## src/verilog/ffiw_pkg.sv

```systemverilog
// Package for the flash fault-inject and read wait-state control block.
// Assumes a single bus clock domain and an APB register port.
package ffiw_pkg;
    timeunit 1ns;
    timeprecision 1ns;
    // ****************************************************************
    // Register map, byte addresses of 32-bit words.
    // ****************************************************************
    localparam logic [7:0] FLASH_CONFIG_IDX = 8'h04;
    localparam logic [7:0] FLASH_ERROR_IRQ_CONFIG_IDX = 8'h05;
    localparam logic [7:0] ERROR_STATUS_IDX = 8'h06;
    localparam logic [7:0] IRQ_MASK_IDX = 8'h07;
    localparam logic [11:0] FLASH_CONFIG_ADDR = {2'h0, FLASH_CONFIG_IDX, 2'h0};
    localparam logic [11:0] FLASH_ERROR_IRQ_CONFIG_ADDR = {2'h0, FLASH_ERROR_IRQ_CONFIG_IDX, 2'h0};
    localparam logic [11:0] ERROR_STATUS_ADDR = {2'h0, ERROR_STATUS_IDX, 2'h0};
    localparam logic [11:0] IRQ_MASK_ADDR = {2'h0, IRQ_MASK_IDX, 2'h0};
    // ****************************************************************
    // Field positions.
    // ****************************************************************
    localparam int FSF_BIT = 0;
    localparam int FDF_BIT = 1;
    localparam int WSEL_LO = 2;
    localparam int ACK_BIT = 4;
    localparam int SFIE_BIT = 0;
    localparam int SFF_BIT = 0;
    localparam int DFF_BIT = 1;
    // ****************************************************************
    // Reset values and timing.
    // ****************************************************************
    localparam logic [1:0] WSEL_MAX = 2'h0;
    localparam logic [1:0] WSEL_NONE = 2'h3;
    localparam logic [1:0] WSEL_RST = WSEL_MAX;
    localparam logic [1:0] MASK_RST = 2'h3;
    localparam int CORE_MHZ = 100;
    localparam int BUS_MHZ = 50;
    localparam int MAX_WAIT_CYCLES = 1;
    typedef enum logic [1:0] {FFIW_IDLE, FFIW_WAIT, FFIW_DONE} ffiw_rd_e;
endpackage : ffiw_pkg

```

## src/verilog/ffiw_wait_cnt.sv

```systemverilog
// Read wait-state counter for one array read.
// Assumes start pulses only while idle; done is a one-cycle pulse.
module ffiw_wait_cnt
    import ffiw_pkg::*;
(
    input wire logic REF_CLK,
    input wire logic RST_N,
    input wire logic start,
    input wire logic use_wait,
    output logic done
);
    timeunit 1ns;
    timeprecision 1ns;
    logic [1:0] cnt_r;
    logic busy_r;
    logic last;
    assign last = busy_r && (cnt_r == 2'(MAX_WAIT_CYCLES));
    assign done = (start && !use_wait) || last;
    always_ff @(posedge REF_CLK or negedge RST_N) begin
        if (!RST_N) begin
            cnt_r <= 2'h0;
            busy_r <= 1'b0;
        end else if (start && use_wait) begin
            cnt_r <= 2'h1;
            busy_r <= 1'b1;
        end else if (last) begin
            busy_r <= 1'b0;
            cnt_r <= 2'h0;
        end else if (busy_r) begin
            cnt_r <= cnt_r + 2'h1;
        end
    end
endmodule : ffiw_wait_cnt

```

## src/verilog/ffiw_top.sv

```systemverilog
// Flash read-path control: forced ECC faults, read wait-states, fault interrupt.
// Assumes an APB master on REF_CLK and a flash array on the same clock.
//
// Contract
// [RULE_01] With force double fault set, every array read sets the double fault flag.
// [RULE_02] With force double fault clear, only a real double fault sets that flag.
// [RULE_03] Force double fault is cleared only by software writing zero.
// [RULE_04] With force single fault set, each array read sets the single flag, interrupting if enabled; the code also needs irq_mask_r bit 0 set.
// [RULE_05] With force single fault clear, only a real single fault sets that flag.
// [RULE_06] Force single fault is cleared only by software writing zero.
// [RULE_07] Wait select 00 inserts the maximum wait cycles per read and 11 inserts none.
// [RULE_08] Codes 01 and 10 read back as written but time reads like 00.
// [RULE_09] Reset selects maximum waits, which is one wait cycle per read.
// [RULE_10] With the interrupt enable set, a set single fault flag requests an interrupt; the code also needs irq_mask_r bit 0 set.
// [RULE_11] With the interrupt enable clear, the single fault flag raises no interrupt.
// [RULE_12] All implemented bits of the error interrupt configuration register are read-write.
// [RULE_13] Writing the wait select clears the switch acknowledge until reads use the new value.
// [RULE_14] A wait select write during a flash command is ignored.
// [RULE_15] Software sees the switch acknowledge at one before changing frequency.
// [RULE_16] Forced faults apply only to array reads, never to register accesses.
module ffiw_top
    import ffiw_pkg::*;
(
    input wire logic REF_CLK,
    input wire logic RST_N,
    input wire logic PSEL,
    input wire logic PENABLE,
    input wire logic PWRITE,
    input wire logic [11:0] PADDR,
    input wire logic [31:0] PWDATA,
    output logic [31:0] PRDATA,
    output logic PREADY,
    output logic PSLVERR,
    input wire logic ARRAY_RD_REQ,
    output logic ARRAY_RD_ACK,
    input wire logic ECC_SINGLE_FAULT,
    input wire logic ECC_DOUBLE_FAULT,
    input wire logic COMMAND_COMPLETE_FLAG,
    output logic [1:0] READ_WAIT_SELECT,
    output logic DOUBLE_FAULT_FLAG,
    output logic SINGLE_FAULT_FLAG,
    output logic IRQ
);
    timeunit 1ns;
    timeprecision 1ns;
    // ****************************************************************
    // Register state.
    // ****************************************************************
    logic force_single_fault_r;
    logic force_double_fault_r;
    logic [1:0] read_wait_select_r;
    logic [1:0] active_wsel_r;
    logic wait_switch_ack_r;
    logic single_fault_irq_enable_r;
    logic single_fault_flag_r;
    logic double_fault_flag_r;
    logic [1:0] irq_mask_r;
    logic [31:0] prdata_r;
    ffiw_rd_e rd_state_r;
    ffiw_rd_e rd_state_nxt;
    // ****************************************************************
    // Bus decode.
    // ****************************************************************
    wire acc = PSEL && PENABLE;
    wire wr = acc && PWRITE;
    wire rd_setup = PSEL && !PENABLE && !PWRITE;
    wire hit_cfg = (PADDR == FLASH_CONFIG_ADDR);
    wire hit_ecfg = (PADDR == FLASH_ERROR_IRQ_CONFIG_ADDR);
    wire hit_stat = (PADDR == ERROR_STATUS_ADDR);
    wire hit_mask = (PADDR == IRQ_MASK_ADDR);
    wire mapped = hit_cfg || hit_ecfg || hit_stat || hit_mask;
    wire wr_cfg = wr && hit_cfg;
    // A busy command sequencer freezes the wait select. [RULE_14]
    wire wsel_wr_ok = wr_cfg && COMMAND_COMPLETE_FLAG;
    wire [1:0] wsel_new = PWDATA[WSEL_LO+1:WSEL_LO];
    assign PREADY = 1'b1;
    assign PSLVERR = acc && !mapped;
    assign PRDATA = prdata_r;
    // ****************************************************************
    // Array read sequencing.
    // ****************************************************************
    // Only codes 11 skip waiting; reserved codes time like 00. [RULE_07] [RULE_08]
    wire use_wait = (active_wsel_r != WSEL_NONE);
    wire rd_start = (rd_state_r == FFIW_IDLE) && ARRAY_RD_REQ;
    wire rd_done;
    ffiw_wait_cnt u_wait (
        .REF_CLK(REF_CLK),
        .RST_N(RST_N),
        .start(rd_start),
        .use_wait(use_wait),
        .done(rd_done)
    );
    always_comb begin
        rd_state_nxt = rd_state_r;
        case (rd_state_r)
            FFIW_IDLE: begin
                if (rd_start && !rd_done) rd_state_nxt = FFIW_WAIT;
            end
            FFIW_WAIT: begin
                if (rd_done) rd_state_nxt = FFIW_IDLE;
            end
            default: rd_state_nxt = FFIW_IDLE;
        endcase
    end
    assign ARRAY_RD_ACK = rd_done;
    // Faults are sampled only when an array read finishes. [RULE_16]
    wire set_sf = rd_done && (force_single_fault_r || ECC_SINGLE_FAULT); // [RULE_04] [RULE_05]
    wire set_df = rd_done && (force_double_fault_r || ECC_DOUBLE_FAULT); // [RULE_01] [RULE_02]
    wire clr_sf = wr && hit_stat && PWDATA[SFF_BIT];
    wire clr_df = wr && hit_stat && PWDATA[DFF_BIT];
    // ****************************************************************
    // Registers.
    // ****************************************************************
    always_ff @(posedge REF_CLK or negedge RST_N) begin
        if (!RST_N) begin
            rd_state_r <= FFIW_IDLE;
            force_single_fault_r <= 1'b0;
            force_double_fault_r <= 1'b0;
            read_wait_select_r <= WSEL_RST; // [RULE_09]
            active_wsel_r <= WSEL_RST;
            wait_switch_ack_r <= 1'b1;
            single_fault_irq_enable_r <= 1'b0;
            single_fault_flag_r <= 1'b0;
            double_fault_flag_r <= 1'b0;
            irq_mask_r <= MASK_RST;
        end else begin
            rd_state_r <= rd_state_nxt;
            if (wr_cfg) begin
                force_single_fault_r <= PWDATA[FSF_BIT]; // [RULE_06]
                force_double_fault_r <= PWDATA[FDF_BIT]; // [RULE_03]
            end
            // The new setting is taken up only between reads, so no read mixes timings.
            if (wsel_wr_ok) begin
                read_wait_select_r <= wsel_new;
                wait_switch_ack_r <= 1'b0; // [RULE_13]
            end else if (!wait_switch_ack_r && rd_state_r == FFIW_IDLE && !ARRAY_RD_REQ) begin
                active_wsel_r <= read_wait_select_r;
                wait_switch_ack_r <= 1'b1; // [RULE_13]
            end
            if (wr && hit_ecfg) single_fault_irq_enable_r <= PWDATA[SFIE_BIT]; // [RULE_12]
            if (wr && hit_mask) irq_mask_r <= PWDATA[1:0];
            // Set beats clear in the same cycle.
            if (set_sf) single_fault_flag_r <= 1'b1;
            else if (clr_sf) single_fault_flag_r <= 1'b0;
            if (set_df) double_fault_flag_r <= 1'b1;
            else if (clr_df) double_fault_flag_r <= 1'b0;
        end
    end
    // ****************************************************************
    // Read data.
    // ****************************************************************
    wire [31:0] cfg_rd = {27'h0, wait_switch_ack_r, read_wait_select_r,
                          force_double_fault_r, force_single_fault_r};
    wire [31:0] rd_mux = hit_cfg ? cfg_rd :
                         hit_ecfg ? {31'h0, single_fault_irq_enable_r} :
                         hit_stat ? {30'h0, double_fault_flag_r, single_fault_flag_r} :
                         hit_mask ? {30'h0, irq_mask_r} : 32'h0;
    always_ff @(posedge REF_CLK or negedge RST_N) begin
        if (!RST_N) prdata_r <= 32'h0;
        else if (rd_setup) prdata_r <= rd_mux;
    end
    // ****************************************************************
    // Outputs and interrupt.
    // ****************************************************************
    assign READ_WAIT_SELECT = read_wait_select_r;
    assign DOUBLE_FAULT_FLAG = double_fault_flag_r;
    assign SINGLE_FAULT_FLAG = single_fault_flag_r;
    // Double faults have no enable of their own, so only the mask gates them.
    assign IRQ = (single_fault_flag_r && single_fault_irq_enable_r && irq_mask_r[SFF_BIT])
                 || (double_fault_flag_r && irq_mask_r[DFF_BIT]); // [RULE_10] [RULE_11]
    // ****************************************************************
    // Assertions.
    // ****************************************************************
    property p_force_df;
        @(posedge REF_CLK) disable iff (!RST_N)
        (rd_done && force_double_fault_r) |=> double_fault_flag_r;
    endproperty
    a_force_df: assert property (p_force_df) else $error("forced double fault lost"); // [RULE_01]
    property p_real_df;
        @(posedge REF_CLK) disable iff (!RST_N)
        ($rose(double_fault_flag_r)) |-> $past(rd_done && (force_double_fault_r || ECC_DOUBLE_FAULT));
    endproperty
    a_real_df: assert property (p_real_df) else $error("double flag set without cause"); // [RULE_02]
    property p_fdf_hold;
        @(posedge REF_CLK) disable iff (!RST_N)
        $fell(force_double_fault_r) |-> $past(wr_cfg && !PWDATA[FDF_BIT]);
    endproperty
    a_fdf_hold: assert property (p_fdf_hold) else $error("force double cleared wrongly"); // [RULE_03]
    property p_force_sf;
        @(posedge REF_CLK) disable iff (!RST_N)
        (rd_done && force_single_fault_r && single_fault_irq_enable_r && irq_mask_r[0]) |=> IRQ;
    endproperty
    a_force_sf: assert property (p_force_sf) else $error("forced single no irq"); // [RULE_04]
    property p_real_sf;
        @(posedge REF_CLK) disable iff (!RST_N)
        ($rose(single_fault_flag_r)) |-> $past(rd_done && (force_single_fault_r || ECC_SINGLE_FAULT));
    endproperty
    a_real_sf: assert property (p_real_sf) else $error("single flag set without cause"); // [RULE_05]
    property p_fsf_hold;
        @(posedge REF_CLK) disable iff (!RST_N)
        $fell(force_single_fault_r) |-> $past(wr_cfg && !PWDATA[FSF_BIT]);
    endproperty
    a_fsf_hold: assert property (p_fsf_hold) else $error("force single cleared wrongly"); // [RULE_06]
    property p_wait;
        @(posedge REF_CLK) disable iff (!RST_N)
        (rd_start && use_wait) |-> !ARRAY_RD_ACK ##1 ARRAY_RD_ACK;
    endproperty
    a_wait: assert property (p_wait) else $error("wait cycle count wrong"); // [RULE_07] [RULE_09]
    property p_nowait;
        @(posedge REF_CLK) disable iff (!RST_N)
        (rd_start && active_wsel_r == WSEL_NONE) |-> ARRAY_RD_ACK;
    endproperty
    a_nowait: assert property (p_nowait) else $error("no-wait read delayed"); // [RULE_07] [RULE_08]
    property p_no_irq;
        @(posedge REF_CLK) disable iff (!RST_N)
        (!single_fault_irq_enable_r && !double_fault_flag_r) |-> !IRQ;
    endproperty
    a_no_irq: assert property (p_no_irq) else $error("irq while disabled"); // [RULE_11]
    property p_busy_wr;
        @(posedge REF_CLK) disable iff (!RST_N)
        (wr_cfg && !COMMAND_COMPLETE_FLAG) |=> $stable(read_wait_select_r);
    endproperty
    a_busy_wr: assert property (p_busy_wr) else $error("wait select changed while busy"); // [RULE_14]
    property p_ack;
        @(posedge REF_CLK) disable iff (!RST_N)
        wsel_wr_ok |=> !wait_switch_ack_r;
    endproperty
    a_ack: assert property (p_ack) else $error("ack not cleared"); // [RULE_13]
    property p_irq_on;
        @(posedge REF_CLK) disable iff (!RST_N)
        (single_fault_flag_r && single_fault_irq_enable_r && irq_mask_r[SFF_BIT]) |-> IRQ;
    endproperty
    a_irq_on: assert property (p_irq_on) else $error("enabled single flag no irq"); // [RULE_10]
    property p_irq_off;
        @(posedge REF_CLK) disable iff (!RST_N)
        (!single_fault_irq_enable_r && !irq_mask_r[DFF_BIT]) |-> !IRQ;
    endproperty
    a_irq_off: assert property (p_irq_off) else $error("irq with sources off"); // [RULE_11]
    property p_force_sff;
        @(posedge REF_CLK) disable iff (!RST_N)
        (rd_done && force_single_fault_r) |=> single_fault_flag_r;
    endproperty
    a_force_sff: assert property (p_force_sff) else $error("forced single flag lost"); // [RULE_04]
    property p_reg_sf;
        @(posedge REF_CLK) disable iff (!RST_N)
        (!rd_done && !single_fault_flag_r) |=> !single_fault_flag_r;
    endproperty
    a_reg_sf: assert property (p_reg_sf) else $error("single flag set off a read"); // [RULE_16]
    property p_reg_df;
        @(posedge REF_CLK) disable iff (!RST_N)
        (!rd_done && !double_fault_flag_r) |=> !double_fault_flag_r;
    endproperty
    a_reg_df: assert property (p_reg_df) else $error("double flag set off a read"); // [RULE_16]
    property p_fdf_keep;
        @(posedge REF_CLK) disable iff (!RST_N)
        (rd_done && force_double_fault_r && !wr_cfg) |=> force_double_fault_r;
    endproperty
    a_fdf_keep: assert property (p_fdf_keep) else $error("read cleared force double"); // [RULE_03]
    property p_fsf_keep;
        @(posedge REF_CLK) disable iff (!RST_N)
        (rd_done && force_single_fault_r && !wr_cfg) |=> force_single_fault_r;
    endproperty
    a_fsf_keep: assert property (p_fsf_keep) else $error("read cleared force single"); // [RULE_06]
    property p_fdf_set;
        @(posedge REF_CLK) disable iff (!RST_N)
        (wr_cfg && PWDATA[FDF_BIT]) |=> force_double_fault_r;
    endproperty
    a_fdf_set: assert property (p_fdf_set) else $error("force double not set"); // [RULE_01]
    property p_fsf_set;
        @(posedge REF_CLK) disable iff (!RST_N)
        (wr_cfg && PWDATA[FSF_BIT]) |=> force_single_fault_r;
    endproperty
    a_fsf_set: assert property (p_fsf_set) else $error("force single not set"); // [RULE_04]
    property p_ack_match;
        @(posedge REF_CLK) disable iff (!RST_N)
        wait_switch_ack_r |-> (active_wsel_r == read_wait_select_r);
    endproperty
    a_ack_match: assert property (p_ack_match) else $error("ack with stale timing"); // [RULE_13]
    property p_no_switch;
        @(posedge REF_CLK) disable iff (!RST_N)
        (rd_state_r != FFIW_IDLE || ARRAY_RD_REQ) |=> $stable(active_wsel_r);
    endproperty
    a_no_switch: assert property (p_no_switch) else $error("timing switched mid read"); // [RULE_13]
    property p_busy_ack;
        @(posedge REF_CLK) disable iff (!RST_N)
        (wr_cfg && !COMMAND_COMPLETE_FLAG && wait_switch_ack_r) |=> wait_switch_ack_r;
    endproperty
    a_busy_ack: assert property (p_busy_ack) else $error("busy write started a switch"); // [RULE_14]
    property p_wsel_rw;
        @(posedge REF_CLK) disable iff (!RST_N)
        wsel_wr_ok |=> (read_wait_select_r == $past(wsel_new));
    endproperty
    a_wsel_rw: assert property (p_wsel_rw) else $error("wait select not stored"); // [RULE_08]
    property p_ecfg_rw;
        @(posedge REF_CLK) disable iff (!RST_N)
        (wr && hit_ecfg) |=> (single_fault_irq_enable_r == $past(PWDATA[SFIE_BIT]));
    endproperty
    a_ecfg_rw: assert property (p_ecfg_rw) else $error("irq enable not stored"); // [RULE_12]
    property p_rsv_wait;
        @(posedge REF_CLK) disable iff (!RST_N)
        (rd_start && (active_wsel_r[0] != active_wsel_r[1])) |-> !ARRAY_RD_ACK ##1 ARRAY_RD_ACK;
    endproperty
    a_rsv_wait: assert property (p_rsv_wait) else $error("reserved code timing wrong"); // [RULE_08]
    property p_max_wait;
        @(posedge REF_CLK) disable iff (!RST_N)
        (rd_start && active_wsel_r == WSEL_MAX) |-> !ARRAY_RD_ACK ##1 ARRAY_RD_ACK;
    endproperty
    a_max_wait: assert property (p_max_wait) else $error("maximum wait timing wrong"); // [RULE_09]
endmodule : ffiw_top

```

## config.mk

```make
export PLATFORM = sky130hd
export DESIGN_NAME = ffiw_top
export DESIGN_NICKNAME = d
export VERILOG_FILES = /design/src/verilog/ffiw_pkg.sv /design/src/verilog/ffiw_wait_cnt.sv /design/src/verilog/ffiw_top.sv
export SDC_FILE = /design/constraint.sdc
export NUM_CORES = 1
export LEC_CHECK = 0
export BUFFER_PORTS_ARGS = -buffer_cell sky130_fd_sc_hd__buf_2
export CORE_MARGIN = 4
export CORE_UTILIZATION = 40
export CTS_CLUSTER_DIAMETER = 100
export DETAILED_ROUTE_END_ITERATION = 10
export GPL_ROUTABILITY_DRIVEN = 0
export PLACE_DENSITY = 0.76
export REMOVE_ABC_BUFFERS = 1
export SLEW_MARGIN = 20
export SYNTH_ARGS = -nofsm -noshare
export SYNTH_HDL_FRONTEND = slang
export SYNTH_HIERARCHICAL = 1
export SYNTH_SLANG_ARGS = --single-unit
```

## constraint.sdc

```tcl
create_clock -name REF_CLK -period 1.42 [get_ports REF_CLK]
set_clock_uncertainty 0.1 [all_clocks]
set_input_delay 0.213 -clock REF_CLK [delete_from_list [all_inputs] [get_ports REF_CLK]]
set_output_delay 0.213 -clock REF_CLK [all_outputs]
set_load 0.01 [all_outputs]
```

# --- After elaboration in Yosys (flattened, before gate mapping) ---
# Cells that the tools add are included.
op_classes:
  reduce_logical: 46
  n_eq_ne: 9
  n_mux: 18
  add_sub_neg: 1
  bitwise_logic: 1
op_table:
  columns: ["cell", "count"]
  rows:
  - ["12-bit by 5-bit == test with 1-bit output, second input constant", 4]
  - ["1-bit logical AND", 24]
  - ["2-bit two-way mux", 8]
  - ["1-bit two-way mux", 8]
  - ["2-bit nonzero test", 4]
  - ["1-bit zero test", 7]
  - ["1-bit logical OR", 7]
  - ["5-bit two-way mux", 1]
  - ["2-bit by 1-bit == test with 1-bit output, second input constant", 2]
  - ["2-bit != test, second input constant", 2]
  - ["2-bit case mux with 2 select lines", 1]
  - ["2-bit AND reduction", 2]
  - ["3-bit nonzero test", 1]
  - ["2-bit by 1-bit adder with 2-bit output, second input constant", 1]
  - ["2-bit zero test", 1]
  - ["2-bit by 1-bit != test with 1-bit output, second input constant", 1]
  - ["1-bit NOT", 1]
word_totals:
  register_bits: 49
  input_bits: 53
  out_inout_bits: 40
  wordCells: 88

# --- Depth between registers and ports, before layout ---
depth:
  ltp_word: 8
  depth_mapped: 5

# --- Modules after synthesis ---
# The synthesis kept the hierarchy.
by_module_without_submodules:
  columns: ["module", "area_each_um2", "instances", "seq_area_each_um2", "cells_each"]
  rows:
  - ["ffiw_top", 1143.6, 1, 454.2, 107]
  - ["ffiw_wait_cnt", 126.4, 1, 75.1, 13]

# --- Least setup slack after synthesis ---
# OpenSTA, ideal clock, no wires.
synth_path:
  kind: "input port to flip-flop"
  start: "input PADDR[2]"
  end: "register active_wsel_r[0]"
  t_required_ps: 1195
  path_buffers: 1
  arrival_time_ps: 1282
  cell_stages: 5
  setup_time_ps: 125
  path_slack_ps: -87
  cell_sequence: "buf_4 > nor4_4 > nand4_1 > nand3b_1 > mux2_2"
synth_via:
  elab_chain_cells: 5
synth_rtl:
  columns: ["element", "line_no", "rtl"]
  rows:
  - ["from (decl)", "ffiw_top.sv:29", "input wire logic [11:0] PADDR,"]
  - ["12-bit by 5-bit == test with 1-bit output", "ffiw_top.sv:67", "wire hit_cfg = (PADDR == FLASH_CONFIG_ADDR);"]
  - ["1-bit logical AND", "ffiw_top.sv:72", "wire wr_cfg = wr && hit_cfg;"]
  - ["1-bit logical AND", "ffiw_top.sv:74", "wire wsel_wr_ok = wr_cfg && COMMAND_COMPLETE_FLAG;"]
  - ["1-bit NOT (no source line)", null, null]
  - ["2-bit AND reduction (no source line)", null, null]
  - ["to (signal assigned)", "ffiw_top.sv:137", "active_wsel_r <= read_wait_select_r;"]
  - ["to (decl)", "ffiw_top.sv:52", "logic [1:0] active_wsel_r;"]
# Every way passes these cells.
# A chain may end at the register's enable or synchronous reset.

# --- Final worst setup path ---
layout_path:
  start: "register rd_state_r[0]"
  end: "output ARRAY_RD_ACK"
layout_via:
  elab_chain_cells: 4
layout_rtl:
  columns: ["element", "line_no", "rtl"]
  rows:
  - ["from (decl)", "ffiw_top.sv:59", "ffiw_rd_e rd_state_r;"]
  - ["from (signal assigned)", "ffiw_top.sv:127", "rd_state_r <= rd_state_nxt;"]
  - ["2-bit zero test", "ffiw_top.sv:84", "wire rd_start = (rd_state_r == FFIW_IDLE) && ARRAY_RD_REQ;"]
  - ["1-bit logical AND", "ffiw_top.sv:84", null]
  - ["net rd_start", "ffiw_top.sv:84", null]
  - ["1-bit logical AND", "ffiw_wait_cnt.sv:18", "assign done = (start && !use_wait) || last;"]
  - ["1-bit logical OR", "ffiw_wait_cnt.sv:18", null]
  - ["to (decl)", "ffiw_top.sv:35", "output logic ARRAY_RD_ACK,"]
# The timed path passes the listed nets, and every way through them passes these cells.

==> metrics <==
CTS tree=yes; Max Cap Violations=0; WHS Endpoint=DOUBLE_FAULT_FLAG; DRT Pass-1 Iters=4; Die Y=64.3 um; Internal=0.887 mW; worst vdd ir=0.246 mV; vias in the first global route=991; layout cells sized above 1=43.2%; row count=20; clk sinks=21; Hold Path Stages=3; RSZ-0062 raised after global routing=true; crit path kind=flip-flop to primary output; worst-case clock buffer depth=2; post-layout net count=230; H-tree Lvls=1; leakage=0.806 nW; synth top area cells=dfrtp_1, buf_4, dfstp_2; critical path cell sequence=nor2b_2 -> inv_1 -> o22ai_2 -> buf_2; ys flop type=dfrtp_1; initial antenna violation count=0; clock slew at reported path FFs=0.11 ns; Port Buffers=36; sequential power share=53.6%; GRT Resource Usage Total=13.0%; Yosys top cell by area=dfrtp_1; Reg2Reg Depth=5; die area=0.00414 sq mm; Vias/cell=4.55; crit-path max cell delay=0.40 ns; crit share post-route=108%; Hold Fails Final Rpt=0; distinct cell type count after synthesis=38; Post-DRT Antenna Nets=0; PD cells=803 mW/mm^2; Num CTS Buffers=3; clk_lat worst skew=0.29 ns; io pins=93; Final HPWL DP=2210 um; CP endpoint kind=primary output; CP max-delay cell=dfrtp_1; P_sw=0.372 mW; Final min period=1.53 ns; crit path DAT=1.22 ns; fmax=0.653 GHz; status=complete, but fails checks; Ys Warns=6; Clk network pwr share=22.0%; Netlist Area Pre-Place=0.00127 sq mm; switching share of power=29.6%; CTS root buffer=clkbuf_4; Initial DRC Count=39; r2r setup slk=0.09 ns; Comb pwr share=24.4%; critical path fanouts, max=2; final WL=2790 um; P&R area growth vs syn=23.5%; min-delay worst type=primary input to flip-flop; final setup vio count=2; Post-synth ARST share=100%; ant diodes=0; first-pass GRT wire length=4290 um; EDFF count, synth=0; failing checks=negative setup slack; FF+latch count, synth=21; Wirelength per Cell=12.7 um; DRC Markers=0; CORE AREA=0.00305 sq mm; post-synth top area share=35.5%; Syn Inst Count=120; Die Wd=64.3 um; Avg Cell Area, Syn=10.6 sq um; Hold Crit Start=ECC_DOUBLE_FAULT; Starting Density=41.6%; WHS=0.0444 ns; Vias=1001; largest net degree at the start of global routing=22; Slew Viols, Final=0; RR Startpoint=irq_mask_r[0]; CP Data Required Time=1.11 ns; CP startpoint kind=flip-flop; Seq/Total Area, Yosys=41.7%; Final Worst Setup Slack=-0.110 ns; dpl ws=-0.148 ns; r2r endpoint=PRDATA[0]; grt total ovfl=0
==> area by class of cell <==
class	count	area, sq um
tap	44	55.1
clock buffer	4	26.3
inverter	5	18.8
sequential	21	529
multi-input combinational	90	607
fill	300	1480
timing repair buffer	56	333
==> cell usage after synthesis (2+ instances only) <==
cell	number
mux2i_1	2
nor2b_1	2
nor4_4	2
buf_4	29
nand4_1	3
mux2_2	4
nor2_1	6
dfstp_2	3
nand2_1	9
and3_2	2
conb_1	2
dfrtp_1	18
o21ai_0	6
inv_1	5
a22o_1	3
mux2_4	2
==> worst max-delay path, delay by kind of cell (launching register included) <==
kind / cells / cell delay (ns)
compound gates: 1 / 0.16
flops: 1 / 0.40
buf+inv: 2 / 0.22
simple gates: 1 / 0.14
==> state kept, by name (all words and copies together) (netlist names) <==
name	flops
READ_WAIT_SELECT	2
SINGLE_FAULT_FLAG	1
DOUBLE_FAULT_FLAG	1
irq_mask_r	2
PRDATA	5
wait_switch_ack_r	1
force_double_fault_r	1
force_single_fault_r	1
active_wsel_r	2
single_fault_irq_enable_r	1
u_wait/busy_r	1
u_wait/cnt_r	2
rd_state_r	1
==> power groups by stage <==
stage               Clock [mW]  Sequential (mW)  Combinational [mW]
global placement             0            0.683               0.261
global route             0.312            0.680               0.335
finish                   0.277            0.675               0.307
floorplan                    0            0.682               0.139
detailed placement           0            0.686               0.275
CTS                      0.283            0.674               0.297
==> metal layers <==
layer  routed length (um)  track usage (%)  vias to the layer above
met5                    0                0                        -
met4                   30             5.54                        0
met3                  243             2.64                        4
met2                 1460             23.8                       47
met1                 1060             14.5                      476
li1                     -                -                      474
==> kinds of logic after synthesis <==
| group | share of synthesized area [%] |
|---|---|
| and+or+nand+nor | 20.7 |
| xor gates and xnor gates | 0.690 |
| muxes | 8.37 |
| AOI/OAI and AO/OA | 9.06 |
| other | 0.591 |
| buffers and inverters | 18.9 |
| DFF | 41.7 |
==> cell usage in the layout, fill, tap and decap left out, drive strengths merged <==
master	count
nor2b	2
clkbuf	4
xnor2	1
nand2	9
nand4	4
a21oi	1
a211oi	1
o21ai	7
o21a	1
nand3	1
mux2	7
mux2i	2
nor2	6
nand3b	1
a22o	3
nor4	2
and4	1
nor4b	2
or3b	1
buf	55
dlygate4sd3	1
o22ai	1
nor3b	1
and3	4
inv	5
a32o	1
nand4b	1
dfstp	3
a22oi	1
dfrtp	18
a221o	1
conb	28
==> worst max path at each step <==
stage                        from          endpoint  slack, ns  cells after the start
finish              rd_state_r[0]      ARRAY_RD_ACK      -0.11                      4
detailed placement       PADDR[5]  active_wsel_r[1]      -0.15                      5
floorplan                PADDR[5]  active_wsel_r[0]      -0.05                      4
CTS                 rd_state_r[0]      ARRAY_RD_ACK      -0.10                      4
global route        rd_state_r[0]      ARRAY_RD_ACK      -0.18                      4
global placement         PADDR[5]  active_wsel_r[1]      -0.14                      5
==> what timing repair did <==
action,CTS,global route
setup buffers,6,1
setup endpoints to repair,3,3
pin swaps,3,1
endpoints found under the hold margin,18,0
hold buffers,1,0
resized for setup,1,1
==> metrics by stage <==
step	utilization, %	instance area (sq um)	total power, mW	setup TNS [ns]	std cells
2_1_floorplan	-	1150	0.822	-0.110	116
3_3_place_gp	48.4	1480	0.944	-0.799	209
3_5_place_dp	48.4	1480	0.961	-0.887	209
4_1_cts	51.1	1560	1.25	-0.118	219
5_1_grt	51.4	1570	1.33	-0.263	220
6_report	51.4	1570	1.26	-0.118	220
(Power assumes the default switching activity.)
